**config.mk**
```make
export PLATFORM = sky130hd
export DESIGN_NAME = crs_exec
export DESIGN_NICKNAME = d
export VERILOG_FILES = /design/src/core/crs_pkg.sv /design/src/core/crs_alu.sv /design/src/core/crs_exec.sv
export SDC_FILE = /design/constraint.sdc
export NUM_CORES = 1
export LEC_CHECK = 0
export BUFFER_PORTS_ARGS = -buffer_cell sky130_fd_sc_hd__buf_2
export CAP_MARGIN = 20
export CORE_UTILIZATION = 50
export DETAILED_ROUTE_END_ITERATION = 8
export GPL_TIMING_DRIVEN = 0
export PLACE_DENSITY_LB_ADDON = 0.25
export SETUP_SLACK_MARGIN = 0.15
export SLEW_MARGIN = 5
export SYNTH_ARGS = -nofsm -noshare
export SYNTH_HDL_FRONTEND = slang
export SYNTH_SLANG_ARGS = --single-unit
```
**constraint.sdc**
```tcl
create_clock -name clk_sys -period 6.32 [get_ports clk_sys]
set_input_delay 1.264 -clock clk_sys [delete_from_list [all_inputs] [get_ports clk_sys]]
set_output_delay 1.264 -clock clk_sys [all_outputs]
set_load 0.005 [all_outputs]
```
**src/core/crs_pkg.sv**
```systemverilog
// Package of constants and carrier types for the return/rotate/subtract/sleep execution unit.
package crs_pkg;

  // ----------------------------------------------------------------
  // Widths
  // ----------------------------------------------------------------
  localparam int DATA_W = 8;
  localparam int ADDR_W = 7;
  localparam int PC_W   = 11;
  localparam int NIB_W  = 4;

  // ----------------------------------------------------------------
  // Register map of the plain register port (word index)
  // ----------------------------------------------------------------
  localparam logic [3:0] REG_ACC    = 4'h0;
  localparam logic [3:0] REG_STATUS = 4'h1;
  localparam logic [3:0] REG_WDOG   = 4'h2;
  localparam logic [3:0] REG_PRESC  = 4'h3;
  localparam logic [3:0] REG_CTRL   = 4'h4;

  // Status bit positions.
  localparam int ST_C  = 0;
  localparam int ST_DC = 1;
  localparam int ST_Z  = 2;
  localparam int ST_PD = 3;
  localparam int ST_TO = 4;

  // ----------------------------------------------------------------
  // Reset values and other constants
  // ----------------------------------------------------------------
  localparam logic [7:0]  ACC_RST    = 8'h00;
  localparam logic [7:0]  STATUS_RST = 8'h18;
  localparam logic [7:0]  WDOG_CLR   = 8'h00;
  localparam logic [7:0]  PRESC_CLR  = 8'h00;
  localparam logic [10:0] PC_RST     = 11'h000;
  localparam logic [7:0]  ZERO8      = 8'h00;
  localparam logic [7:0]  PRESC_MAX  = 8'hFF;
  localparam logic [7:0]  CNT_STEP   = 8'h01;

  // ----------------------------------------------------------------
  // Operations and sequencer states
  // ----------------------------------------------------------------
  typedef enum logic [2:0] {
    CRS_OP_NONE  = 3'b000,
    CRS_OP_RETLT = 3'b001,
    CRS_OP_ROTR  = 3'b010,
    CRS_OP_LSUB  = 3'b011,
    CRS_OP_RSUB  = 3'b100,
    CRS_OP_SLEEP = 3'b101
  } crs_op_e;

  typedef enum logic [1:0] {
    CRS_ST_RUN    = 2'b00,
    CRS_ST_RET2   = 2'b01,
    CRS_ST_HALTED = 2'b10
  } crs_state_e;

  // ----------------------------------------------------------------
  // Carriers
  // ----------------------------------------------------------------
  typedef struct packed {
    logic              valid;
    crs_op_e           op;
    logic [ADDR_W-1:0] raddr;
    logic              dest;
    logic [DATA_W-1:0] lit;
  } crs_instr_s;

  typedef struct packed {
    logic [DATA_W-1:0] res;
    logic              c;
    logic              dc;
    logic              z;
  } crs_alu_s;

  typedef struct packed {
    logic              we;
    logic [ADDR_W-1:0] addr;
    logic [DATA_W-1:0] data;
  } crs_fwr_s;

endpackage

```
**src/core/crs_alu.sv**
```systemverilog
// Combinational subtract and rotate datapath of the execution unit.
`timescale 1ns/1ns
module crs_alu (
  input  wire logic [7:0]       a_in,
  input  wire logic [7:0]       acc,
  input  wire logic             carry_in,
  input  wire logic             rotate,
  output crs_pkg::crs_alu_s     result
);
  logic [8:0] diff;
  logic [4:0] ndiff;

  always_comb begin
    diff  = {1'b0, a_in} - {1'b0, acc};
    ndiff = {1'b0, a_in[3:0]} - {1'b0, acc[3:0]};
    result = '0;
    if (rotate) begin
      // RULE_04: rotate through carry
      result.res = {carry_in, a_in[7:1]};
      result.c   = a_in[0];
    end else begin
      // RULE_07: borrow flags inverted
      result.res = diff[7:0];
      result.c   = ~diff[8];
      result.dc  = ~ndiff[4];
      // RULE_13: zero flag
      result.z   = (diff[7:0] == crs_pkg::ZERO8);
    end
  end
endmodule

```
**src/core/crs_exec.sv**
```systemverilog
// Execution unit for return-with-literal, rotate right, both subtracts and sleep.
// Summary of operation
// RULE_01: Return loads literal into accumulator.
// RULE_02: Return pops stack head into program counter.
// RULE_03: Return takes two instruction cycles.
// RULE_04: Rotate right through carry, only carry changes.
// RULE_05: Register address 0-127, destination bit selects.
// RULE_06: Literal minus accumulator updates C, DC, Z.
// RULE_07: Carry and half borrow are inverted borrows.
// RULE_08: Register minus accumulator, same flag rules.
// RULE_09: Register subtract result goes per destination bit.
// RULE_10: Sleep clears watchdog counter and prescaler.
// RULE_11: Sleep clears powerdown, sets expiry flag.
// RULE_12: Sleep halts execution, oscillator stopped.
// RULE_13: Zero flag reflects subtraction result.
`timescale 1ns/1ns
module crs_exec (
  input  wire logic                 clk_sys,
  input  wire logic                 reset,
  input  wire crs_pkg::crs_instr_s  instr,
  input  wire logic [7:0]           file_rdata,
  input  wire logic [10:0]          stack_head,
  input  wire logic                 wake,
  input  wire logic                 wdog_tick,
  input  wire logic [3:0]           reg_addr,
  input  wire logic [7:0]           reg_wdata,
  input  wire logic                 reg_wr,
  input  wire logic                 reg_rd,
  output logic [7:0]                reg_rdata,
  output logic [6:0]                file_raddr,
  output crs_pkg::crs_fwr_s         file_wr,
  output logic                      stack_pop,
  output logic                      pc_load,
  output logic [10:0]               pc_value,
  output logic                      busy,
  output logic                      osc_stop
);

  // ----------------------------------------------------------------
  // State
  // ----------------------------------------------------------------
  typedef struct packed {
    crs_pkg::crs_state_e state;
    logic [7:0]          acc;
    logic [7:0]          status;
    logic [7:0]          wdog;
    logic [7:0]          presc;
    logic [7:0]          rdata;
    crs_pkg::crs_fwr_s   fwr;
    logic                pop;
    logic                pcl;
    logic [10:0]         pcv;
    logic                osc_stop;
    logic                busy;
  } crs_state_s;

  crs_state_s        cur;
  crs_state_s        next_cur;
  crs_pkg::crs_alu_s alu;
  logic [7:0]        alu_a;

  // The register operand arrives combinationally from the file, so the
  // read address is driven straight from the decoded instruction.
  assign file_raddr = instr.raddr;
  assign alu_a = (instr.op == crs_pkg::CRS_OP_LSUB) ? instr.lit : file_rdata;

  crs_alu u_alu (
    .a_in     (alu_a),
    .acc      (cur.acc),
    .carry_in (cur.status[crs_pkg::ST_C]),
    .rotate   (instr.op == crs_pkg::CRS_OP_ROTR),
    .result   (alu)
  );

  // ----------------------------------------------------------------
  // Next state
  // ----------------------------------------------------------------
  always_comb begin
    next_cur        = cur;
    next_cur.fwr.we = 1'b0;
    next_cur.pop    = 1'b0;
    next_cur.pcl    = 1'b0;
    next_cur.rdata  = crs_pkg::ZERO8;

    // The watchdog counts while awake; a tick is ignored while halted.
    if (wdog_tick && cur.state != crs_pkg::CRS_ST_HALTED) begin
      next_cur.presc = cur.presc + crs_pkg::CNT_STEP;
      if (cur.presc == crs_pkg::PRESC_MAX) begin
        next_cur.wdog = cur.wdog + crs_pkg::CNT_STEP;
      end
    end

    unique case (cur.state)
      crs_pkg::CRS_ST_RUN: begin
        if (instr.valid) begin
          unique case (instr.op)
            crs_pkg::CRS_OP_RETLT: begin
              // RULE_01: literal into accumulator
              next_cur.acc = instr.lit;
              // RULE_02: pop stack head into pc
              next_cur.pop = 1'b1;
              next_cur.pcl = 1'b1;
              next_cur.pcv = stack_head;
              // RULE_03: second cycle follows
              next_cur.state = crs_pkg::CRS_ST_RET2;
            end
            crs_pkg::CRS_OP_ROTR, crs_pkg::CRS_OP_RSUB: begin
              // RULE_05: destination bit selects target
              if (instr.dest) begin
                // RULE_09: result back to register
                next_cur.fwr.we   = 1'b1;
                next_cur.fwr.addr = instr.raddr;
                next_cur.fwr.data = alu.res;
              end else begin
                next_cur.acc = alu.res;
              end
              next_cur.status[crs_pkg::ST_C] = alu.c;
              if (instr.op == crs_pkg::CRS_OP_RSUB) begin
                // RULE_08: subtract flags
                next_cur.status[crs_pkg::ST_DC] = alu.dc;
                next_cur.status[crs_pkg::ST_Z]  = alu.z;
              end
            end
            crs_pkg::CRS_OP_LSUB: begin
              // RULE_06: literal minus accumulator
              next_cur.acc = alu.res;
              next_cur.status[crs_pkg::ST_C]  = alu.c;
              next_cur.status[crs_pkg::ST_DC] = alu.dc;
              next_cur.status[crs_pkg::ST_Z]  = alu.z;
            end
            crs_pkg::CRS_OP_SLEEP: begin
              // RULE_10: clear watchdog and prescaler
              next_cur.wdog  = crs_pkg::WDOG_CLR;
              next_cur.presc = crs_pkg::PRESC_CLR;
              // RULE_11: powerdown clear, expiry set
              next_cur.status[crs_pkg::ST_PD] = 1'b0;
              next_cur.status[crs_pkg::ST_TO] = 1'b1;
              // RULE_12: stop oscillator and halt
              next_cur.osc_stop = 1'b1;
              next_cur.state    = crs_pkg::CRS_ST_HALTED;
            end
            default: begin
            end
          endcase
        end
      end
      crs_pkg::CRS_ST_RET2: begin
        next_cur.state = crs_pkg::CRS_ST_RUN;
      end
      crs_pkg::CRS_ST_HALTED: begin
        if (wake) begin
          next_cur.osc_stop = 1'b0;
          next_cur.state    = crs_pkg::CRS_ST_RUN;
        end
      end
      default: begin
        next_cur.state = crs_pkg::CRS_ST_RUN;
      end
    endcase

    // Software writes land after execution, so they win over it.
    if (reg_wr) begin
      unique case (reg_addr)
        crs_pkg::REG_ACC:    next_cur.acc    = reg_wdata;
        crs_pkg::REG_STATUS: next_cur.status = reg_wdata;
        crs_pkg::REG_WDOG:   next_cur.wdog   = reg_wdata;
        crs_pkg::REG_PRESC:  next_cur.presc  = reg_wdata;
        default: begin
        end
      endcase
    end
    if (reg_rd) begin
      unique case (reg_addr)
        crs_pkg::REG_ACC:    next_cur.rdata = cur.acc;
        crs_pkg::REG_STATUS: next_cur.rdata = cur.status;
        crs_pkg::REG_WDOG:   next_cur.rdata = cur.wdog;
        crs_pkg::REG_PRESC:  next_cur.rdata = cur.presc;
        crs_pkg::REG_CTRL:   next_cur.rdata = {6'h00, cur.state};
        default:             next_cur.rdata = crs_pkg::ZERO8;
      endcase
    end

    // Busy is held in a register bit of its own so that the output comes
    // straight from a flip-flop while keeping the timing of the state.
    next_cur.busy = (next_cur.state != crs_pkg::CRS_ST_RUN);
  end

  always_ff @(posedge clk_sys) begin
    if (reset) begin
      cur          <= '0;
      cur.state    <= crs_pkg::CRS_ST_RUN;
      cur.acc      <= crs_pkg::ACC_RST;
      cur.status   <= crs_pkg::STATUS_RST;
      cur.wdog     <= crs_pkg::WDOG_CLR;
      cur.presc    <= crs_pkg::PRESC_CLR;
      cur.pcv      <= crs_pkg::PC_RST;
    end else begin
      cur <= next_cur;
    end
  end

  assign reg_rdata = cur.rdata;
  assign file_wr   = cur.fwr;
  assign stack_pop = cur.pop;
  assign pc_load   = cur.pcl;
  assign pc_value  = cur.pcv;
  assign busy      = cur.busy;
  assign osc_stop  = cur.osc_stop;

  // ----------------------------------------------------------------
  // Assertions
  // ----------------------------------------------------------------
  a_ret_literal: assert property (@(posedge clk_sys) disable iff (reset) // RULE_01
    (instr.valid && instr.op == crs_pkg::CRS_OP_RETLT && cur.state == crs_pkg::CRS_ST_RUN && !reg_wr)
      |=> cur.acc == $past(instr.lit)) else $error("return literal not loaded");
  a_ret_pop: assert property (@(posedge clk_sys) disable iff (reset) // RULE_02
    (instr.valid && instr.op == crs_pkg::CRS_OP_RETLT && cur.state == crs_pkg::CRS_ST_RUN)
      |=> stack_pop && pc_load && pc_value == $past(stack_head)) else $error("return did not pop");
  a_ret_two_cycle: assert property (@(posedge clk_sys) disable iff (reset) // RULE_03
    (instr.valid && instr.op == crs_pkg::CRS_OP_RETLT && cur.state == crs_pkg::CRS_ST_RUN)
      |=> busy ##1 !busy) else $error("return not two cycles");
  a_rot_carry: assert property (@(posedge clk_sys) disable iff (reset) // RULE_04
    (instr.valid && instr.op == crs_pkg::CRS_OP_ROTR && cur.state == crs_pkg::CRS_ST_RUN && !reg_wr)
      |=> cur.status[crs_pkg::ST_C] == $past(file_rdata[0])
        && cur.status[crs_pkg::ST_Z] == $past(cur.status[crs_pkg::ST_Z])) else $error("rotate carry wrong");
  a_rsub_dest: assert property (@(posedge clk_sys) disable iff (reset) // RULE_09
    (instr.valid && instr.op == crs_pkg::CRS_OP_RSUB && cur.state == crs_pkg::CRS_ST_RUN && instr.dest)
      |=> file_wr.we && file_wr.data == $past(file_rdata - cur.acc)) else $error("subtract dest wrong");
  a_lsub_carry: assert property (@(posedge clk_sys) disable iff (reset) // RULE_07
    (instr.valid && instr.op == crs_pkg::CRS_OP_LSUB && cur.state == crs_pkg::CRS_ST_RUN && !reg_wr)
      |=> cur.status[crs_pkg::ST_C] == ($past(cur.acc) <= $past(instr.lit))) else $error("borrow wrong");
  a_sleep_wdog: assert property (@(posedge clk_sys) disable iff (reset) // RULE_10
    (instr.valid && instr.op == crs_pkg::CRS_OP_SLEEP && cur.state == crs_pkg::CRS_ST_RUN && !reg_wr)
      |=> cur.wdog == crs_pkg::WDOG_CLR && cur.presc == crs_pkg::PRESC_CLR) else $error("watchdog not cleared");
  a_sleep_flags: assert property (@(posedge clk_sys) disable iff (reset) // RULE_11
    (instr.valid && instr.op == crs_pkg::CRS_OP_SLEEP && cur.state == crs_pkg::CRS_ST_RUN && !reg_wr)
      |=> !cur.status[crs_pkg::ST_PD] && cur.status[crs_pkg::ST_TO]) else $error("sleep flags wrong");
  a_sleep_halt: assert property (@(posedge clk_sys) disable iff (reset) // RULE_12
    (instr.valid && instr.op == crs_pkg::CRS_OP_SLEEP && cur.state == crs_pkg::CRS_ST_RUN)
      |=> osc_stop && busy) else $error("sleep did not halt");
  c_ret: cover property (@(posedge clk_sys) instr.valid && instr.op == crs_pkg::CRS_OP_RETLT);
  c_rsub_w: cover property (@(posedge clk_sys) instr.valid && instr.op == crs_pkg::CRS_OP_RSUB && !instr.dest);
  c_sleep_wake: cover property (@(posedge clk_sys) osc_stop ##1 wake);
  c_rot_reg: cover property (@(posedge clk_sys) instr.valid && instr.op == crs_pkg::CRS_OP_ROTR && instr.dest);
  c_lsub: cover property (@(posedge clk_sys) instr.valid && instr.op == crs_pkg::CRS_OP_LSUB);

  // ----------------------------------------------------------------
  // Result paths and refused cycles
  // ----------------------------------------------------------------
  // Expected values are rebuilt from the operands of the cycle before,
  // so a broken datapath cannot hide behind its own result.

  a_rot_result: assert property (@(posedge clk_sys) disable iff (reset) // RULE_04
    (instr.valid && instr.op == crs_pkg::CRS_OP_ROTR && cur.state == crs_pkg::CRS_ST_RUN && instr.dest)
      |=> file_wr.we && file_wr.addr == $past(instr.raddr)
        && file_wr.data == {$past(cur.status[crs_pkg::ST_C]), $past(file_rdata[crs_pkg::DATA_W-1:1])}
  ) else $error("rotate result wrong");

  a_rot_keep: assert property (@(posedge clk_sys) disable iff (reset) // RULE_04
    (instr.valid && instr.op == crs_pkg::CRS_OP_ROTR && cur.state == crs_pkg::CRS_ST_RUN && !reg_wr)
      |=> cur.status[crs_pkg::DATA_W-1:crs_pkg::ST_DC] == $past(cur.status[crs_pkg::DATA_W-1:crs_pkg::ST_DC])
  ) else $error("rotate touched other flags");

  a_dest_acc: assert property (@(posedge clk_sys) disable iff (reset) // RULE_05
    (instr.valid && (instr.op == crs_pkg::CRS_OP_ROTR || instr.op == crs_pkg::CRS_OP_RSUB)
      && cur.state == crs_pkg::CRS_ST_RUN && !instr.dest)
      |=> !file_wr.we
  ) else $error("accumulator target wrote file");

  a_lsub_result: assert property (@(posedge clk_sys) disable iff (reset) // RULE_06
    (instr.valid && instr.op == crs_pkg::CRS_OP_LSUB && cur.state == crs_pkg::CRS_ST_RUN && !reg_wr)
      |=> (cur.acc + $past(cur.acc)) == $past(instr.lit) && !file_wr.we
  ) else $error("literal subtract result wrong");

  a_rsub_carry: assert property (@(posedge clk_sys) disable iff (reset) // RULE_08
    (instr.valid && instr.op == crs_pkg::CRS_OP_RSUB && cur.state == crs_pkg::CRS_ST_RUN && !reg_wr)
      |=> cur.status[crs_pkg::ST_C] == ($past(cur.acc) <= $past(file_rdata))
        && cur.status[crs_pkg::ST_DC] == ($past(cur.acc[crs_pkg::NIB_W-1:0]) <= $past(file_rdata[crs_pkg::NIB_W-1:0]))
  ) else $error("register subtract flags wrong");

  a_sub_zero: assert property (@(posedge clk_sys) disable iff (reset) // RULE_13
    (instr.valid && (instr.op == crs_pkg::CRS_OP_LSUB || instr.op == crs_pkg::CRS_OP_RSUB)
      && cur.state == crs_pkg::CRS_ST_RUN && !reg_wr)
      |=> cur.status[crs_pkg::ST_Z] == ($past(alu_a) == $past(cur.acc))
  ) else $error("zero flag wrong");

  a_sleep_keep: assert property (@(posedge clk_sys) disable iff (reset) // RULE_11
    (instr.valid && instr.op == crs_pkg::CRS_OP_SLEEP && cur.state == crs_pkg::CRS_ST_RUN && !reg_wr)
      |=> cur.status[crs_pkg::ST_Z:crs_pkg::ST_C] == $past(cur.status[crs_pkg::ST_Z:crs_pkg::ST_C])
  ) else $error("sleep touched arithmetic flags");

  a_ret2_refuse: assert property (@(posedge clk_sys) disable iff (reset) // RULE_03
    (cur.state == crs_pkg::CRS_ST_RET2)
      |=> !busy && !stack_pop && !pc_load && !file_wr.we
  ) else $error("second return cycle not idle");

  a_halt_refuse: assert property (@(posedge clk_sys) disable iff (reset) // RULE_12
    (cur.state == crs_pkg::CRS_ST_HALTED && !wake)
      |=> busy && osc_stop && !stack_pop && !pc_load && !file_wr.we
  ) else $error("halted core executed");

  a_halt_wdog: assert property (@(posedge clk_sys) disable iff (reset) // RULE_12
    (cur.state == crs_pkg::CRS_ST_HALTED && !reg_wr)
      |=> cur.wdog == $past(cur.wdog) && cur.presc == $past(cur.presc)
  ) else $error("watchdog moved while halted");
endmodule

```
# Yosys cells after proc, flatten, opt, wreduce, memory -nomap -nowiden
# Cells that the tools add are included.
# W data, S select, Z words.
dict set report op_classes {
  eq_ne 15
  addsub 4
  bitwise_logic 6
  reduce_logical 14
  muxes 30
}
# cell count
set ops {}
lappend ops {{$mux W8} 8}
lappend ops {{$mux W16} 3}
lappend ops {{$mux W21} 2}
lappend ops {{$pmux W8 S5} 1}
lappend ops {{$mux W32} 1}
lappend ops {{$pmux W8 S3} 1}
lappend ops {{$add A8 B1 Y8 const B} 2}
lappend ops {{$mux W13} 1}
lappend ops {{$mux W10} 1}
lappend ops {{$mux W9} 1}
lappend ops {{$sub A8 B8 Y9} 1}
lappend ops {{$eq A4 B2 Y1 const B} 2}
lappend ops {{$eq A8 B8 Y1 const B} 1}
lappend ops {{$logic_not A8 Y1} 1}
lappend ops {{$mux W2} 4}
lappend ops {{$pmux W2 S2} 2}
lappend ops {{$reduce_and A4 Y1} 2}
lappend ops {{$eq A3 B2 Y1 const B} 2}
lappend ops {{$eq A3 B3 Y1 const B} 2}
lappend ops {{$ne A2 B2 Y1 const B} 3}
lappend ops {{$not A1 Y1} 6}
lappend ops {{$pmux W3 S2} 1}
lappend ops {{$sub A4 B4 Y5} 1}
lappend ops {{$eq A4 B1 Y1 const B} 1}
lappend ops {{15 further kinds} 19}
dict set report totals {
  register_bits 73
  inputBits 57
  output_inout_bits 46
}

# Depth between registers and ports, before layout
dict set report logic_depth {
  ltp_word 11
  depth_mapped 13
  depth_no_buf 11
}

# Cells and area by module
# A second synthesis with hierarchy kept.
dict set report hier_totals {
  hier_cells 491
  hier_area_um2 4281.6
}
# module area_each_um2 n_inst seq_area_each_um2 cells_per_inst
set modules_own_cells {}
lappend modules_own_cells {crs_exec 3818.7 1 1441.4 425}
lappend modules_own_cells {crs_alu 462.9 1 0.0 66}

# Least setup slack after synthesis
# No wires, ideal clock.
dict set report synth_path {
  path_type {input to register}
  startpoint {input port instr[18] (netlist name)}
  endpoint {register, netlist name cur[69]}
  path_stages 13
  required_time_ps 6242
  t_arrival_ps 3716
  slack_ps 2526
  cell_sequence {buf_2 -> and2b_1 -> nand2_1 -> buf_2 -> mux2i_1 -> ha_1 -> fa_1 -> nor2b_1 -> o21a_1 -> nor4_1 -> o41ai_1 -> a221oi_1 -> nor3_1}
}
dict set report synth_between {
  elab_chain_cells 10
}
# element line_no
set synth_lines {}
lappend synth_lines {{start: declaration} crs_exec.sv:20} ;# input wire crs_pkg::crs_instr_s instr,
lappend synth_lines {{$eq A3 B2 Y1} {crs_exec.sv:65, crs_exec.sv:96}}
lappend synth_lines {{$mux W8} crs_exec.sv:65} ;# assign alu_a = (instr.op == crs_pkg::CRS_OP_LSUB) ? instr.lit : file_rdata;
lappend synth_lines {{$sub A8 B8 Y9} crs_alu.sv:14} ;# diff = {1'b0, a_in} - {1'b0, acc};
lappend synth_lines {{$mux W9} crs_alu.sv:17} ;# if (rotate) begin
lappend synth_lines {{$mux W8} crs_exec.sv:109} ;# if (instr.dest) begin
lappend synth_lines {{$pmux W8 S3 *} crs_exec.sv:96} ;# unique case (instr.op)
lappend synth_lines {{$mux W10 *} crs_exec.sv:95} ;# if (instr.valid) begin
lappend synth_lines {{$mux W8 *} crs_exec.sv:93} ;# unique case (cur.state)
lappend synth_lines {{$mux W8} crs_exec.sv:163} ;# unique case (reg_addr)
lappend synth_lines {{$mux W32 *} crs_exec.sv:162} ;# if (reg_wr) begin
# Mark *: on every way between the ends. The rest lies on a longest branch, timed or not.
# A chain may end at the register's enable or synchronous reset.

# Worst setup path after layout
dict set report layout_path {
  startpoint {input port instr[17] (netlist name)}
  endpoint {register, netlist name cur[69]}
}
dict set report layout_between {
  elab_chain_cells 10
}
# element line_no
set layout_lines {}
lappend layout_lines {{$eq A3 B2 Y1} {crs_exec.sv:65, crs_exec.sv:96}}
lappend layout_lines {{$mux W8} crs_exec.sv:65}
lappend layout_lines {{$sub A8 B8 Y9} crs_alu.sv:14}
lappend layout_lines {{$mux W9} crs_alu.sv:17}
lappend layout_lines {{$mux W8} crs_exec.sv:109}
lappend layout_lines {{$pmux W8 S3 *} crs_exec.sv:96}
lappend layout_lines {{$mux W10 *} crs_exec.sv:95}
lappend layout_lines {{$mux W8 *} crs_exec.sv:93}
lappend layout_lines {{$mux W8} crs_exec.sv:163}
lappend layout_lines {{$mux W32 *} crs_exec.sv:162}
# Marks and branches as above.

==> impl_metrics.toml <==
[critical_path]
critPathMaxStageDelay_ns = 0.54
rr_endpoint = "cur[69]"
critPathArrivalTime_ns = 4.40
cp_top_family = "compound AO/OA/AOI/OAI gates"
cp.buffers_inverters = 3
reg2reg_depth = 8
worstPathRequired_ns = 6.60
path_cells = "buf_2, buf_2, and2b_1, nand2_1, buf_2, mux2i_1, ha_1, fa_1, nor2b_1, o21a_1, nor4_1, o41ai_1, a221oi_1, nor3_1"
start_kind = "input pin"
path_class = "in -> reg"
worstSetupEndpointType = "flop"
cp_max_fo = 10
worst_path_most_repeated_cell = "buf_2"
r2r_slack_ns = 3.77
cp_slowest_cell = "o41ai_1"
regToRegStartpoint = "cur[63]"

[layout]
drive_gt1_share_pct = 30.8
diodes = 0
syn_to_final_growth_pct = 19.5
num-nets-final = 707
fin_cells = 748

[power_and_ir_drop]
p_leak_uw = 0.00219
vdd_drop_max_uv = 113
powerDensity_mw_per_mm2 = 206

[worst_hold_path]
min_from = "file_wr[0]"
hold_end = "file_wr[0]"
hp-class = "reg -> reg"
worstHoldPathCells = 2

[sta]
fin_tns_setup_ns = 0
rsz0062_at_grt = "false"
clock.fmax_mhz = 242
fin_ws_ns = 2.20
period_share_pct = 65.3
slew-limit-headroom_pct = 52.1
period_minus_slack_ns = 4.12
setup_viol = 0
skew_ns = 0.0135
drv_slew = 0
holdWs_ns = 0.453
timing_hold_violations_final = 0
tightestPinTransition_ns = 0.717

[clock_tree]
cts_tree = "done"
ctsHoldBuffers = 0
htreeDepth = 3
worstSkewPairLatency_ns = 0.35
cts_num_sinks = 72
clockRootBuffer = "clkbuf_8"
ctsResizeCount = 0
clk_pin_slew_ns = 0.09
cts_setup_buffers = 0
cts_made_buffers = 9
cts_buffer_depth = 2

[detailed_routing]
via_count = 4132
wl_um = 11800
drt_first_pass_iters = 5
drt_iter0_drc = 296
antenna_left = 0
viasPerCell = 5.52
avgRoutedWirePerCell_um = 15.8
drc_errors = 0

[logic_synthesis]
synthFlopType = "dfxtp_1"
synth_top_area_cell = "dfxtp_1"
synthCells = 528
yosysSeqAreaShare_pct = 33.6
synth_area_leaders = "dfxtp_1 (34%), buf_4 (7.5%), nand2_1 (7.5%)"
synth_top_area_share_pct = 33.6
yosysUniqueCellTypes = 62
post_synth.cell_area_avg_um2 = 8.13
syn_nets = 597
netlist_area_mm2 = 0.00429
ys_warn_count = 0
synth_seq_cells = 72
synth_enable_flop_cells = 0
async_flop_share_pct = 0

[floorplanning]
core_mm2 = 0.00826
die_w_um = 94.7
row_count = 33
dieArea_mm2 = 0.00896
ios = 103
start_util_pct = 52.0
die_h_um = 94.7

[global_routing]
grt_overflow_total = 0
antenna_found_initial = 0
grt_usage_pct = 27.1
grt_pass1_wl_um = 18300
grt_start_max_net_pins = 16
grt_pass1_vias = 3700

[run]
drv_cap = 0

[placement]
place_congestion = 0.983
io_buffers = 99
dpl.cell_count = 732
dpl_worst_slack_ns = 1.88
hpwl_um = 9410

[run_status]
status = "complete, no violations"
==> synth_stat cells, types with 4 or more instances <==
master / instances
xnor2_1: 13
or2_2: 4
a21oi_1: 46
inv_1: 10
mux4_2: 7
nor4_1: 5
buf_4: 43
clkbuf_1: 13
o21ai_0: 17
nand3_1: 15
mux2_2: 7
o211ai_1: 5
nand2_1: 86
buf_2: 8
ha_1: 11
dfxtp_1: 72
a21o_1: 4
nor3_1: 15
nor2b_1: 8
xor2_1: 4
nor2_1: 49
a22oi_1: 7
nand2b_1: 9
nand4_1: 4
a2bb2oi_1: 5
a211oi_1: 8
==> cell families after synthesis <==
kind of cell,Yosys count,synth area share [%]
compound gates,114,17.1
flops,72,33.6
simple gates,219,24.8
xor+xnor,17,3.47
fa+ha+maj,12,3.67
buf+inv,76,10.6
mux,18,6.82
==> placed cells by master (no fill, tap or decap), types with 7 or more instances in the layout <==
cell,synthesis,layout
buf_4,43,43
mux2_2,7,7
nor3_1,15,15
buf_2,8,107
a21oi_1,46,46
clkbuf_1,13,13
ha_1,11,11
nor2_1,49,49
xnor2_1,13,13
dfxtp_1,72,72
nor2b_1,8,8
a211oi_1,8,8
nand2_1,86,86
mux4_2,7,7
a22oi_1,7,7
clkbuf_8,0,9
nand3_1,15,15
inv_1,10,10
o21ai_0,17,17
nand2b_1,9,9
==> per-stage QoR <==
stage / util, % / power, µW / area, µm²
after global placement: 59.6 / 671 / 4920
final: 62.2 / 1060 / 5130
after CTS: 62.2 / 1060 / 5130
after floorplan: - / 604 / 4290
after detailed placement: 59.6 / 672 / 4920
after global routing: 62.2 / 1100 / 5130
==> sequential cells by signal (all words and copies together) (netlist names) <==
name	flops
stack_pop	1
reg_rdata	8
cur	34
busy	1
pc_value	11
osc_stop	1
file_wr	16
==> worst reg2reg max path, cell delays in order, from the launching register on <==
cell,delay [ns]
dfxtp_1,0.37
ha_1,0.23
fa_1,0.41
nor2b_1,0.23
o21a_1,0.21
nor4_1,0.08
o41ai_1,0.54
a221oi_1,0.19
nor3_1,0.21
==> power by group <==
group,switching [µW],internal [µW]
sequential,11.6,465
combinational,107,80.6
clock,200,192
total,319,738
==> layer usage <==
| metal | up-vias | GRT usage [%] | wire length (µm) |
|---|---|---|---|
| met5 | - | 0 | 0 |
| met4 | 0 | 8.46 | 265 |
| met3 | 22 | 5.56 | 854 |
| met2 | 179 | 43.2 | 5320 |
| met1 | 1902 | 36.8 | 5390 |
| li1 | 2029 | - | - |
==> layout make-up <==
| class | count | area, µm² |
|---|---|---|
| inverter | 11 | 41.3 |
| clock inverter | 7 | 87.6 |
| clock buffer | 9 | 124 |
| fill | 774 | 3130 |
| sequential | 72 | 1440 |
| buffer | 65 | 415 |
| multi-input combinational | 380 | 2400 |
| timing repair buffer | 99 | 495 |
| tap | 105 | 131 |
==> how the worst max path moves through the flow <==
stage          startpoint  endpoint  depth (start not counted)  slack (ns)
6_report        instr[17]   cur[69]                         14        2.20
5_1_grt         instr[17]   cur[69]                         14        1.93
4_1_cts         instr[17]   cur[69]                         14        2.24
3_5_place_dp    instr[17]   cur[69]                         14        1.88
3_3_place_gp    instr[17]   cur[69]                         14        1.86
2_1_floorplan   instr[18]   cur[69]                         13        2.53
(Power assumes the default switching activity.)
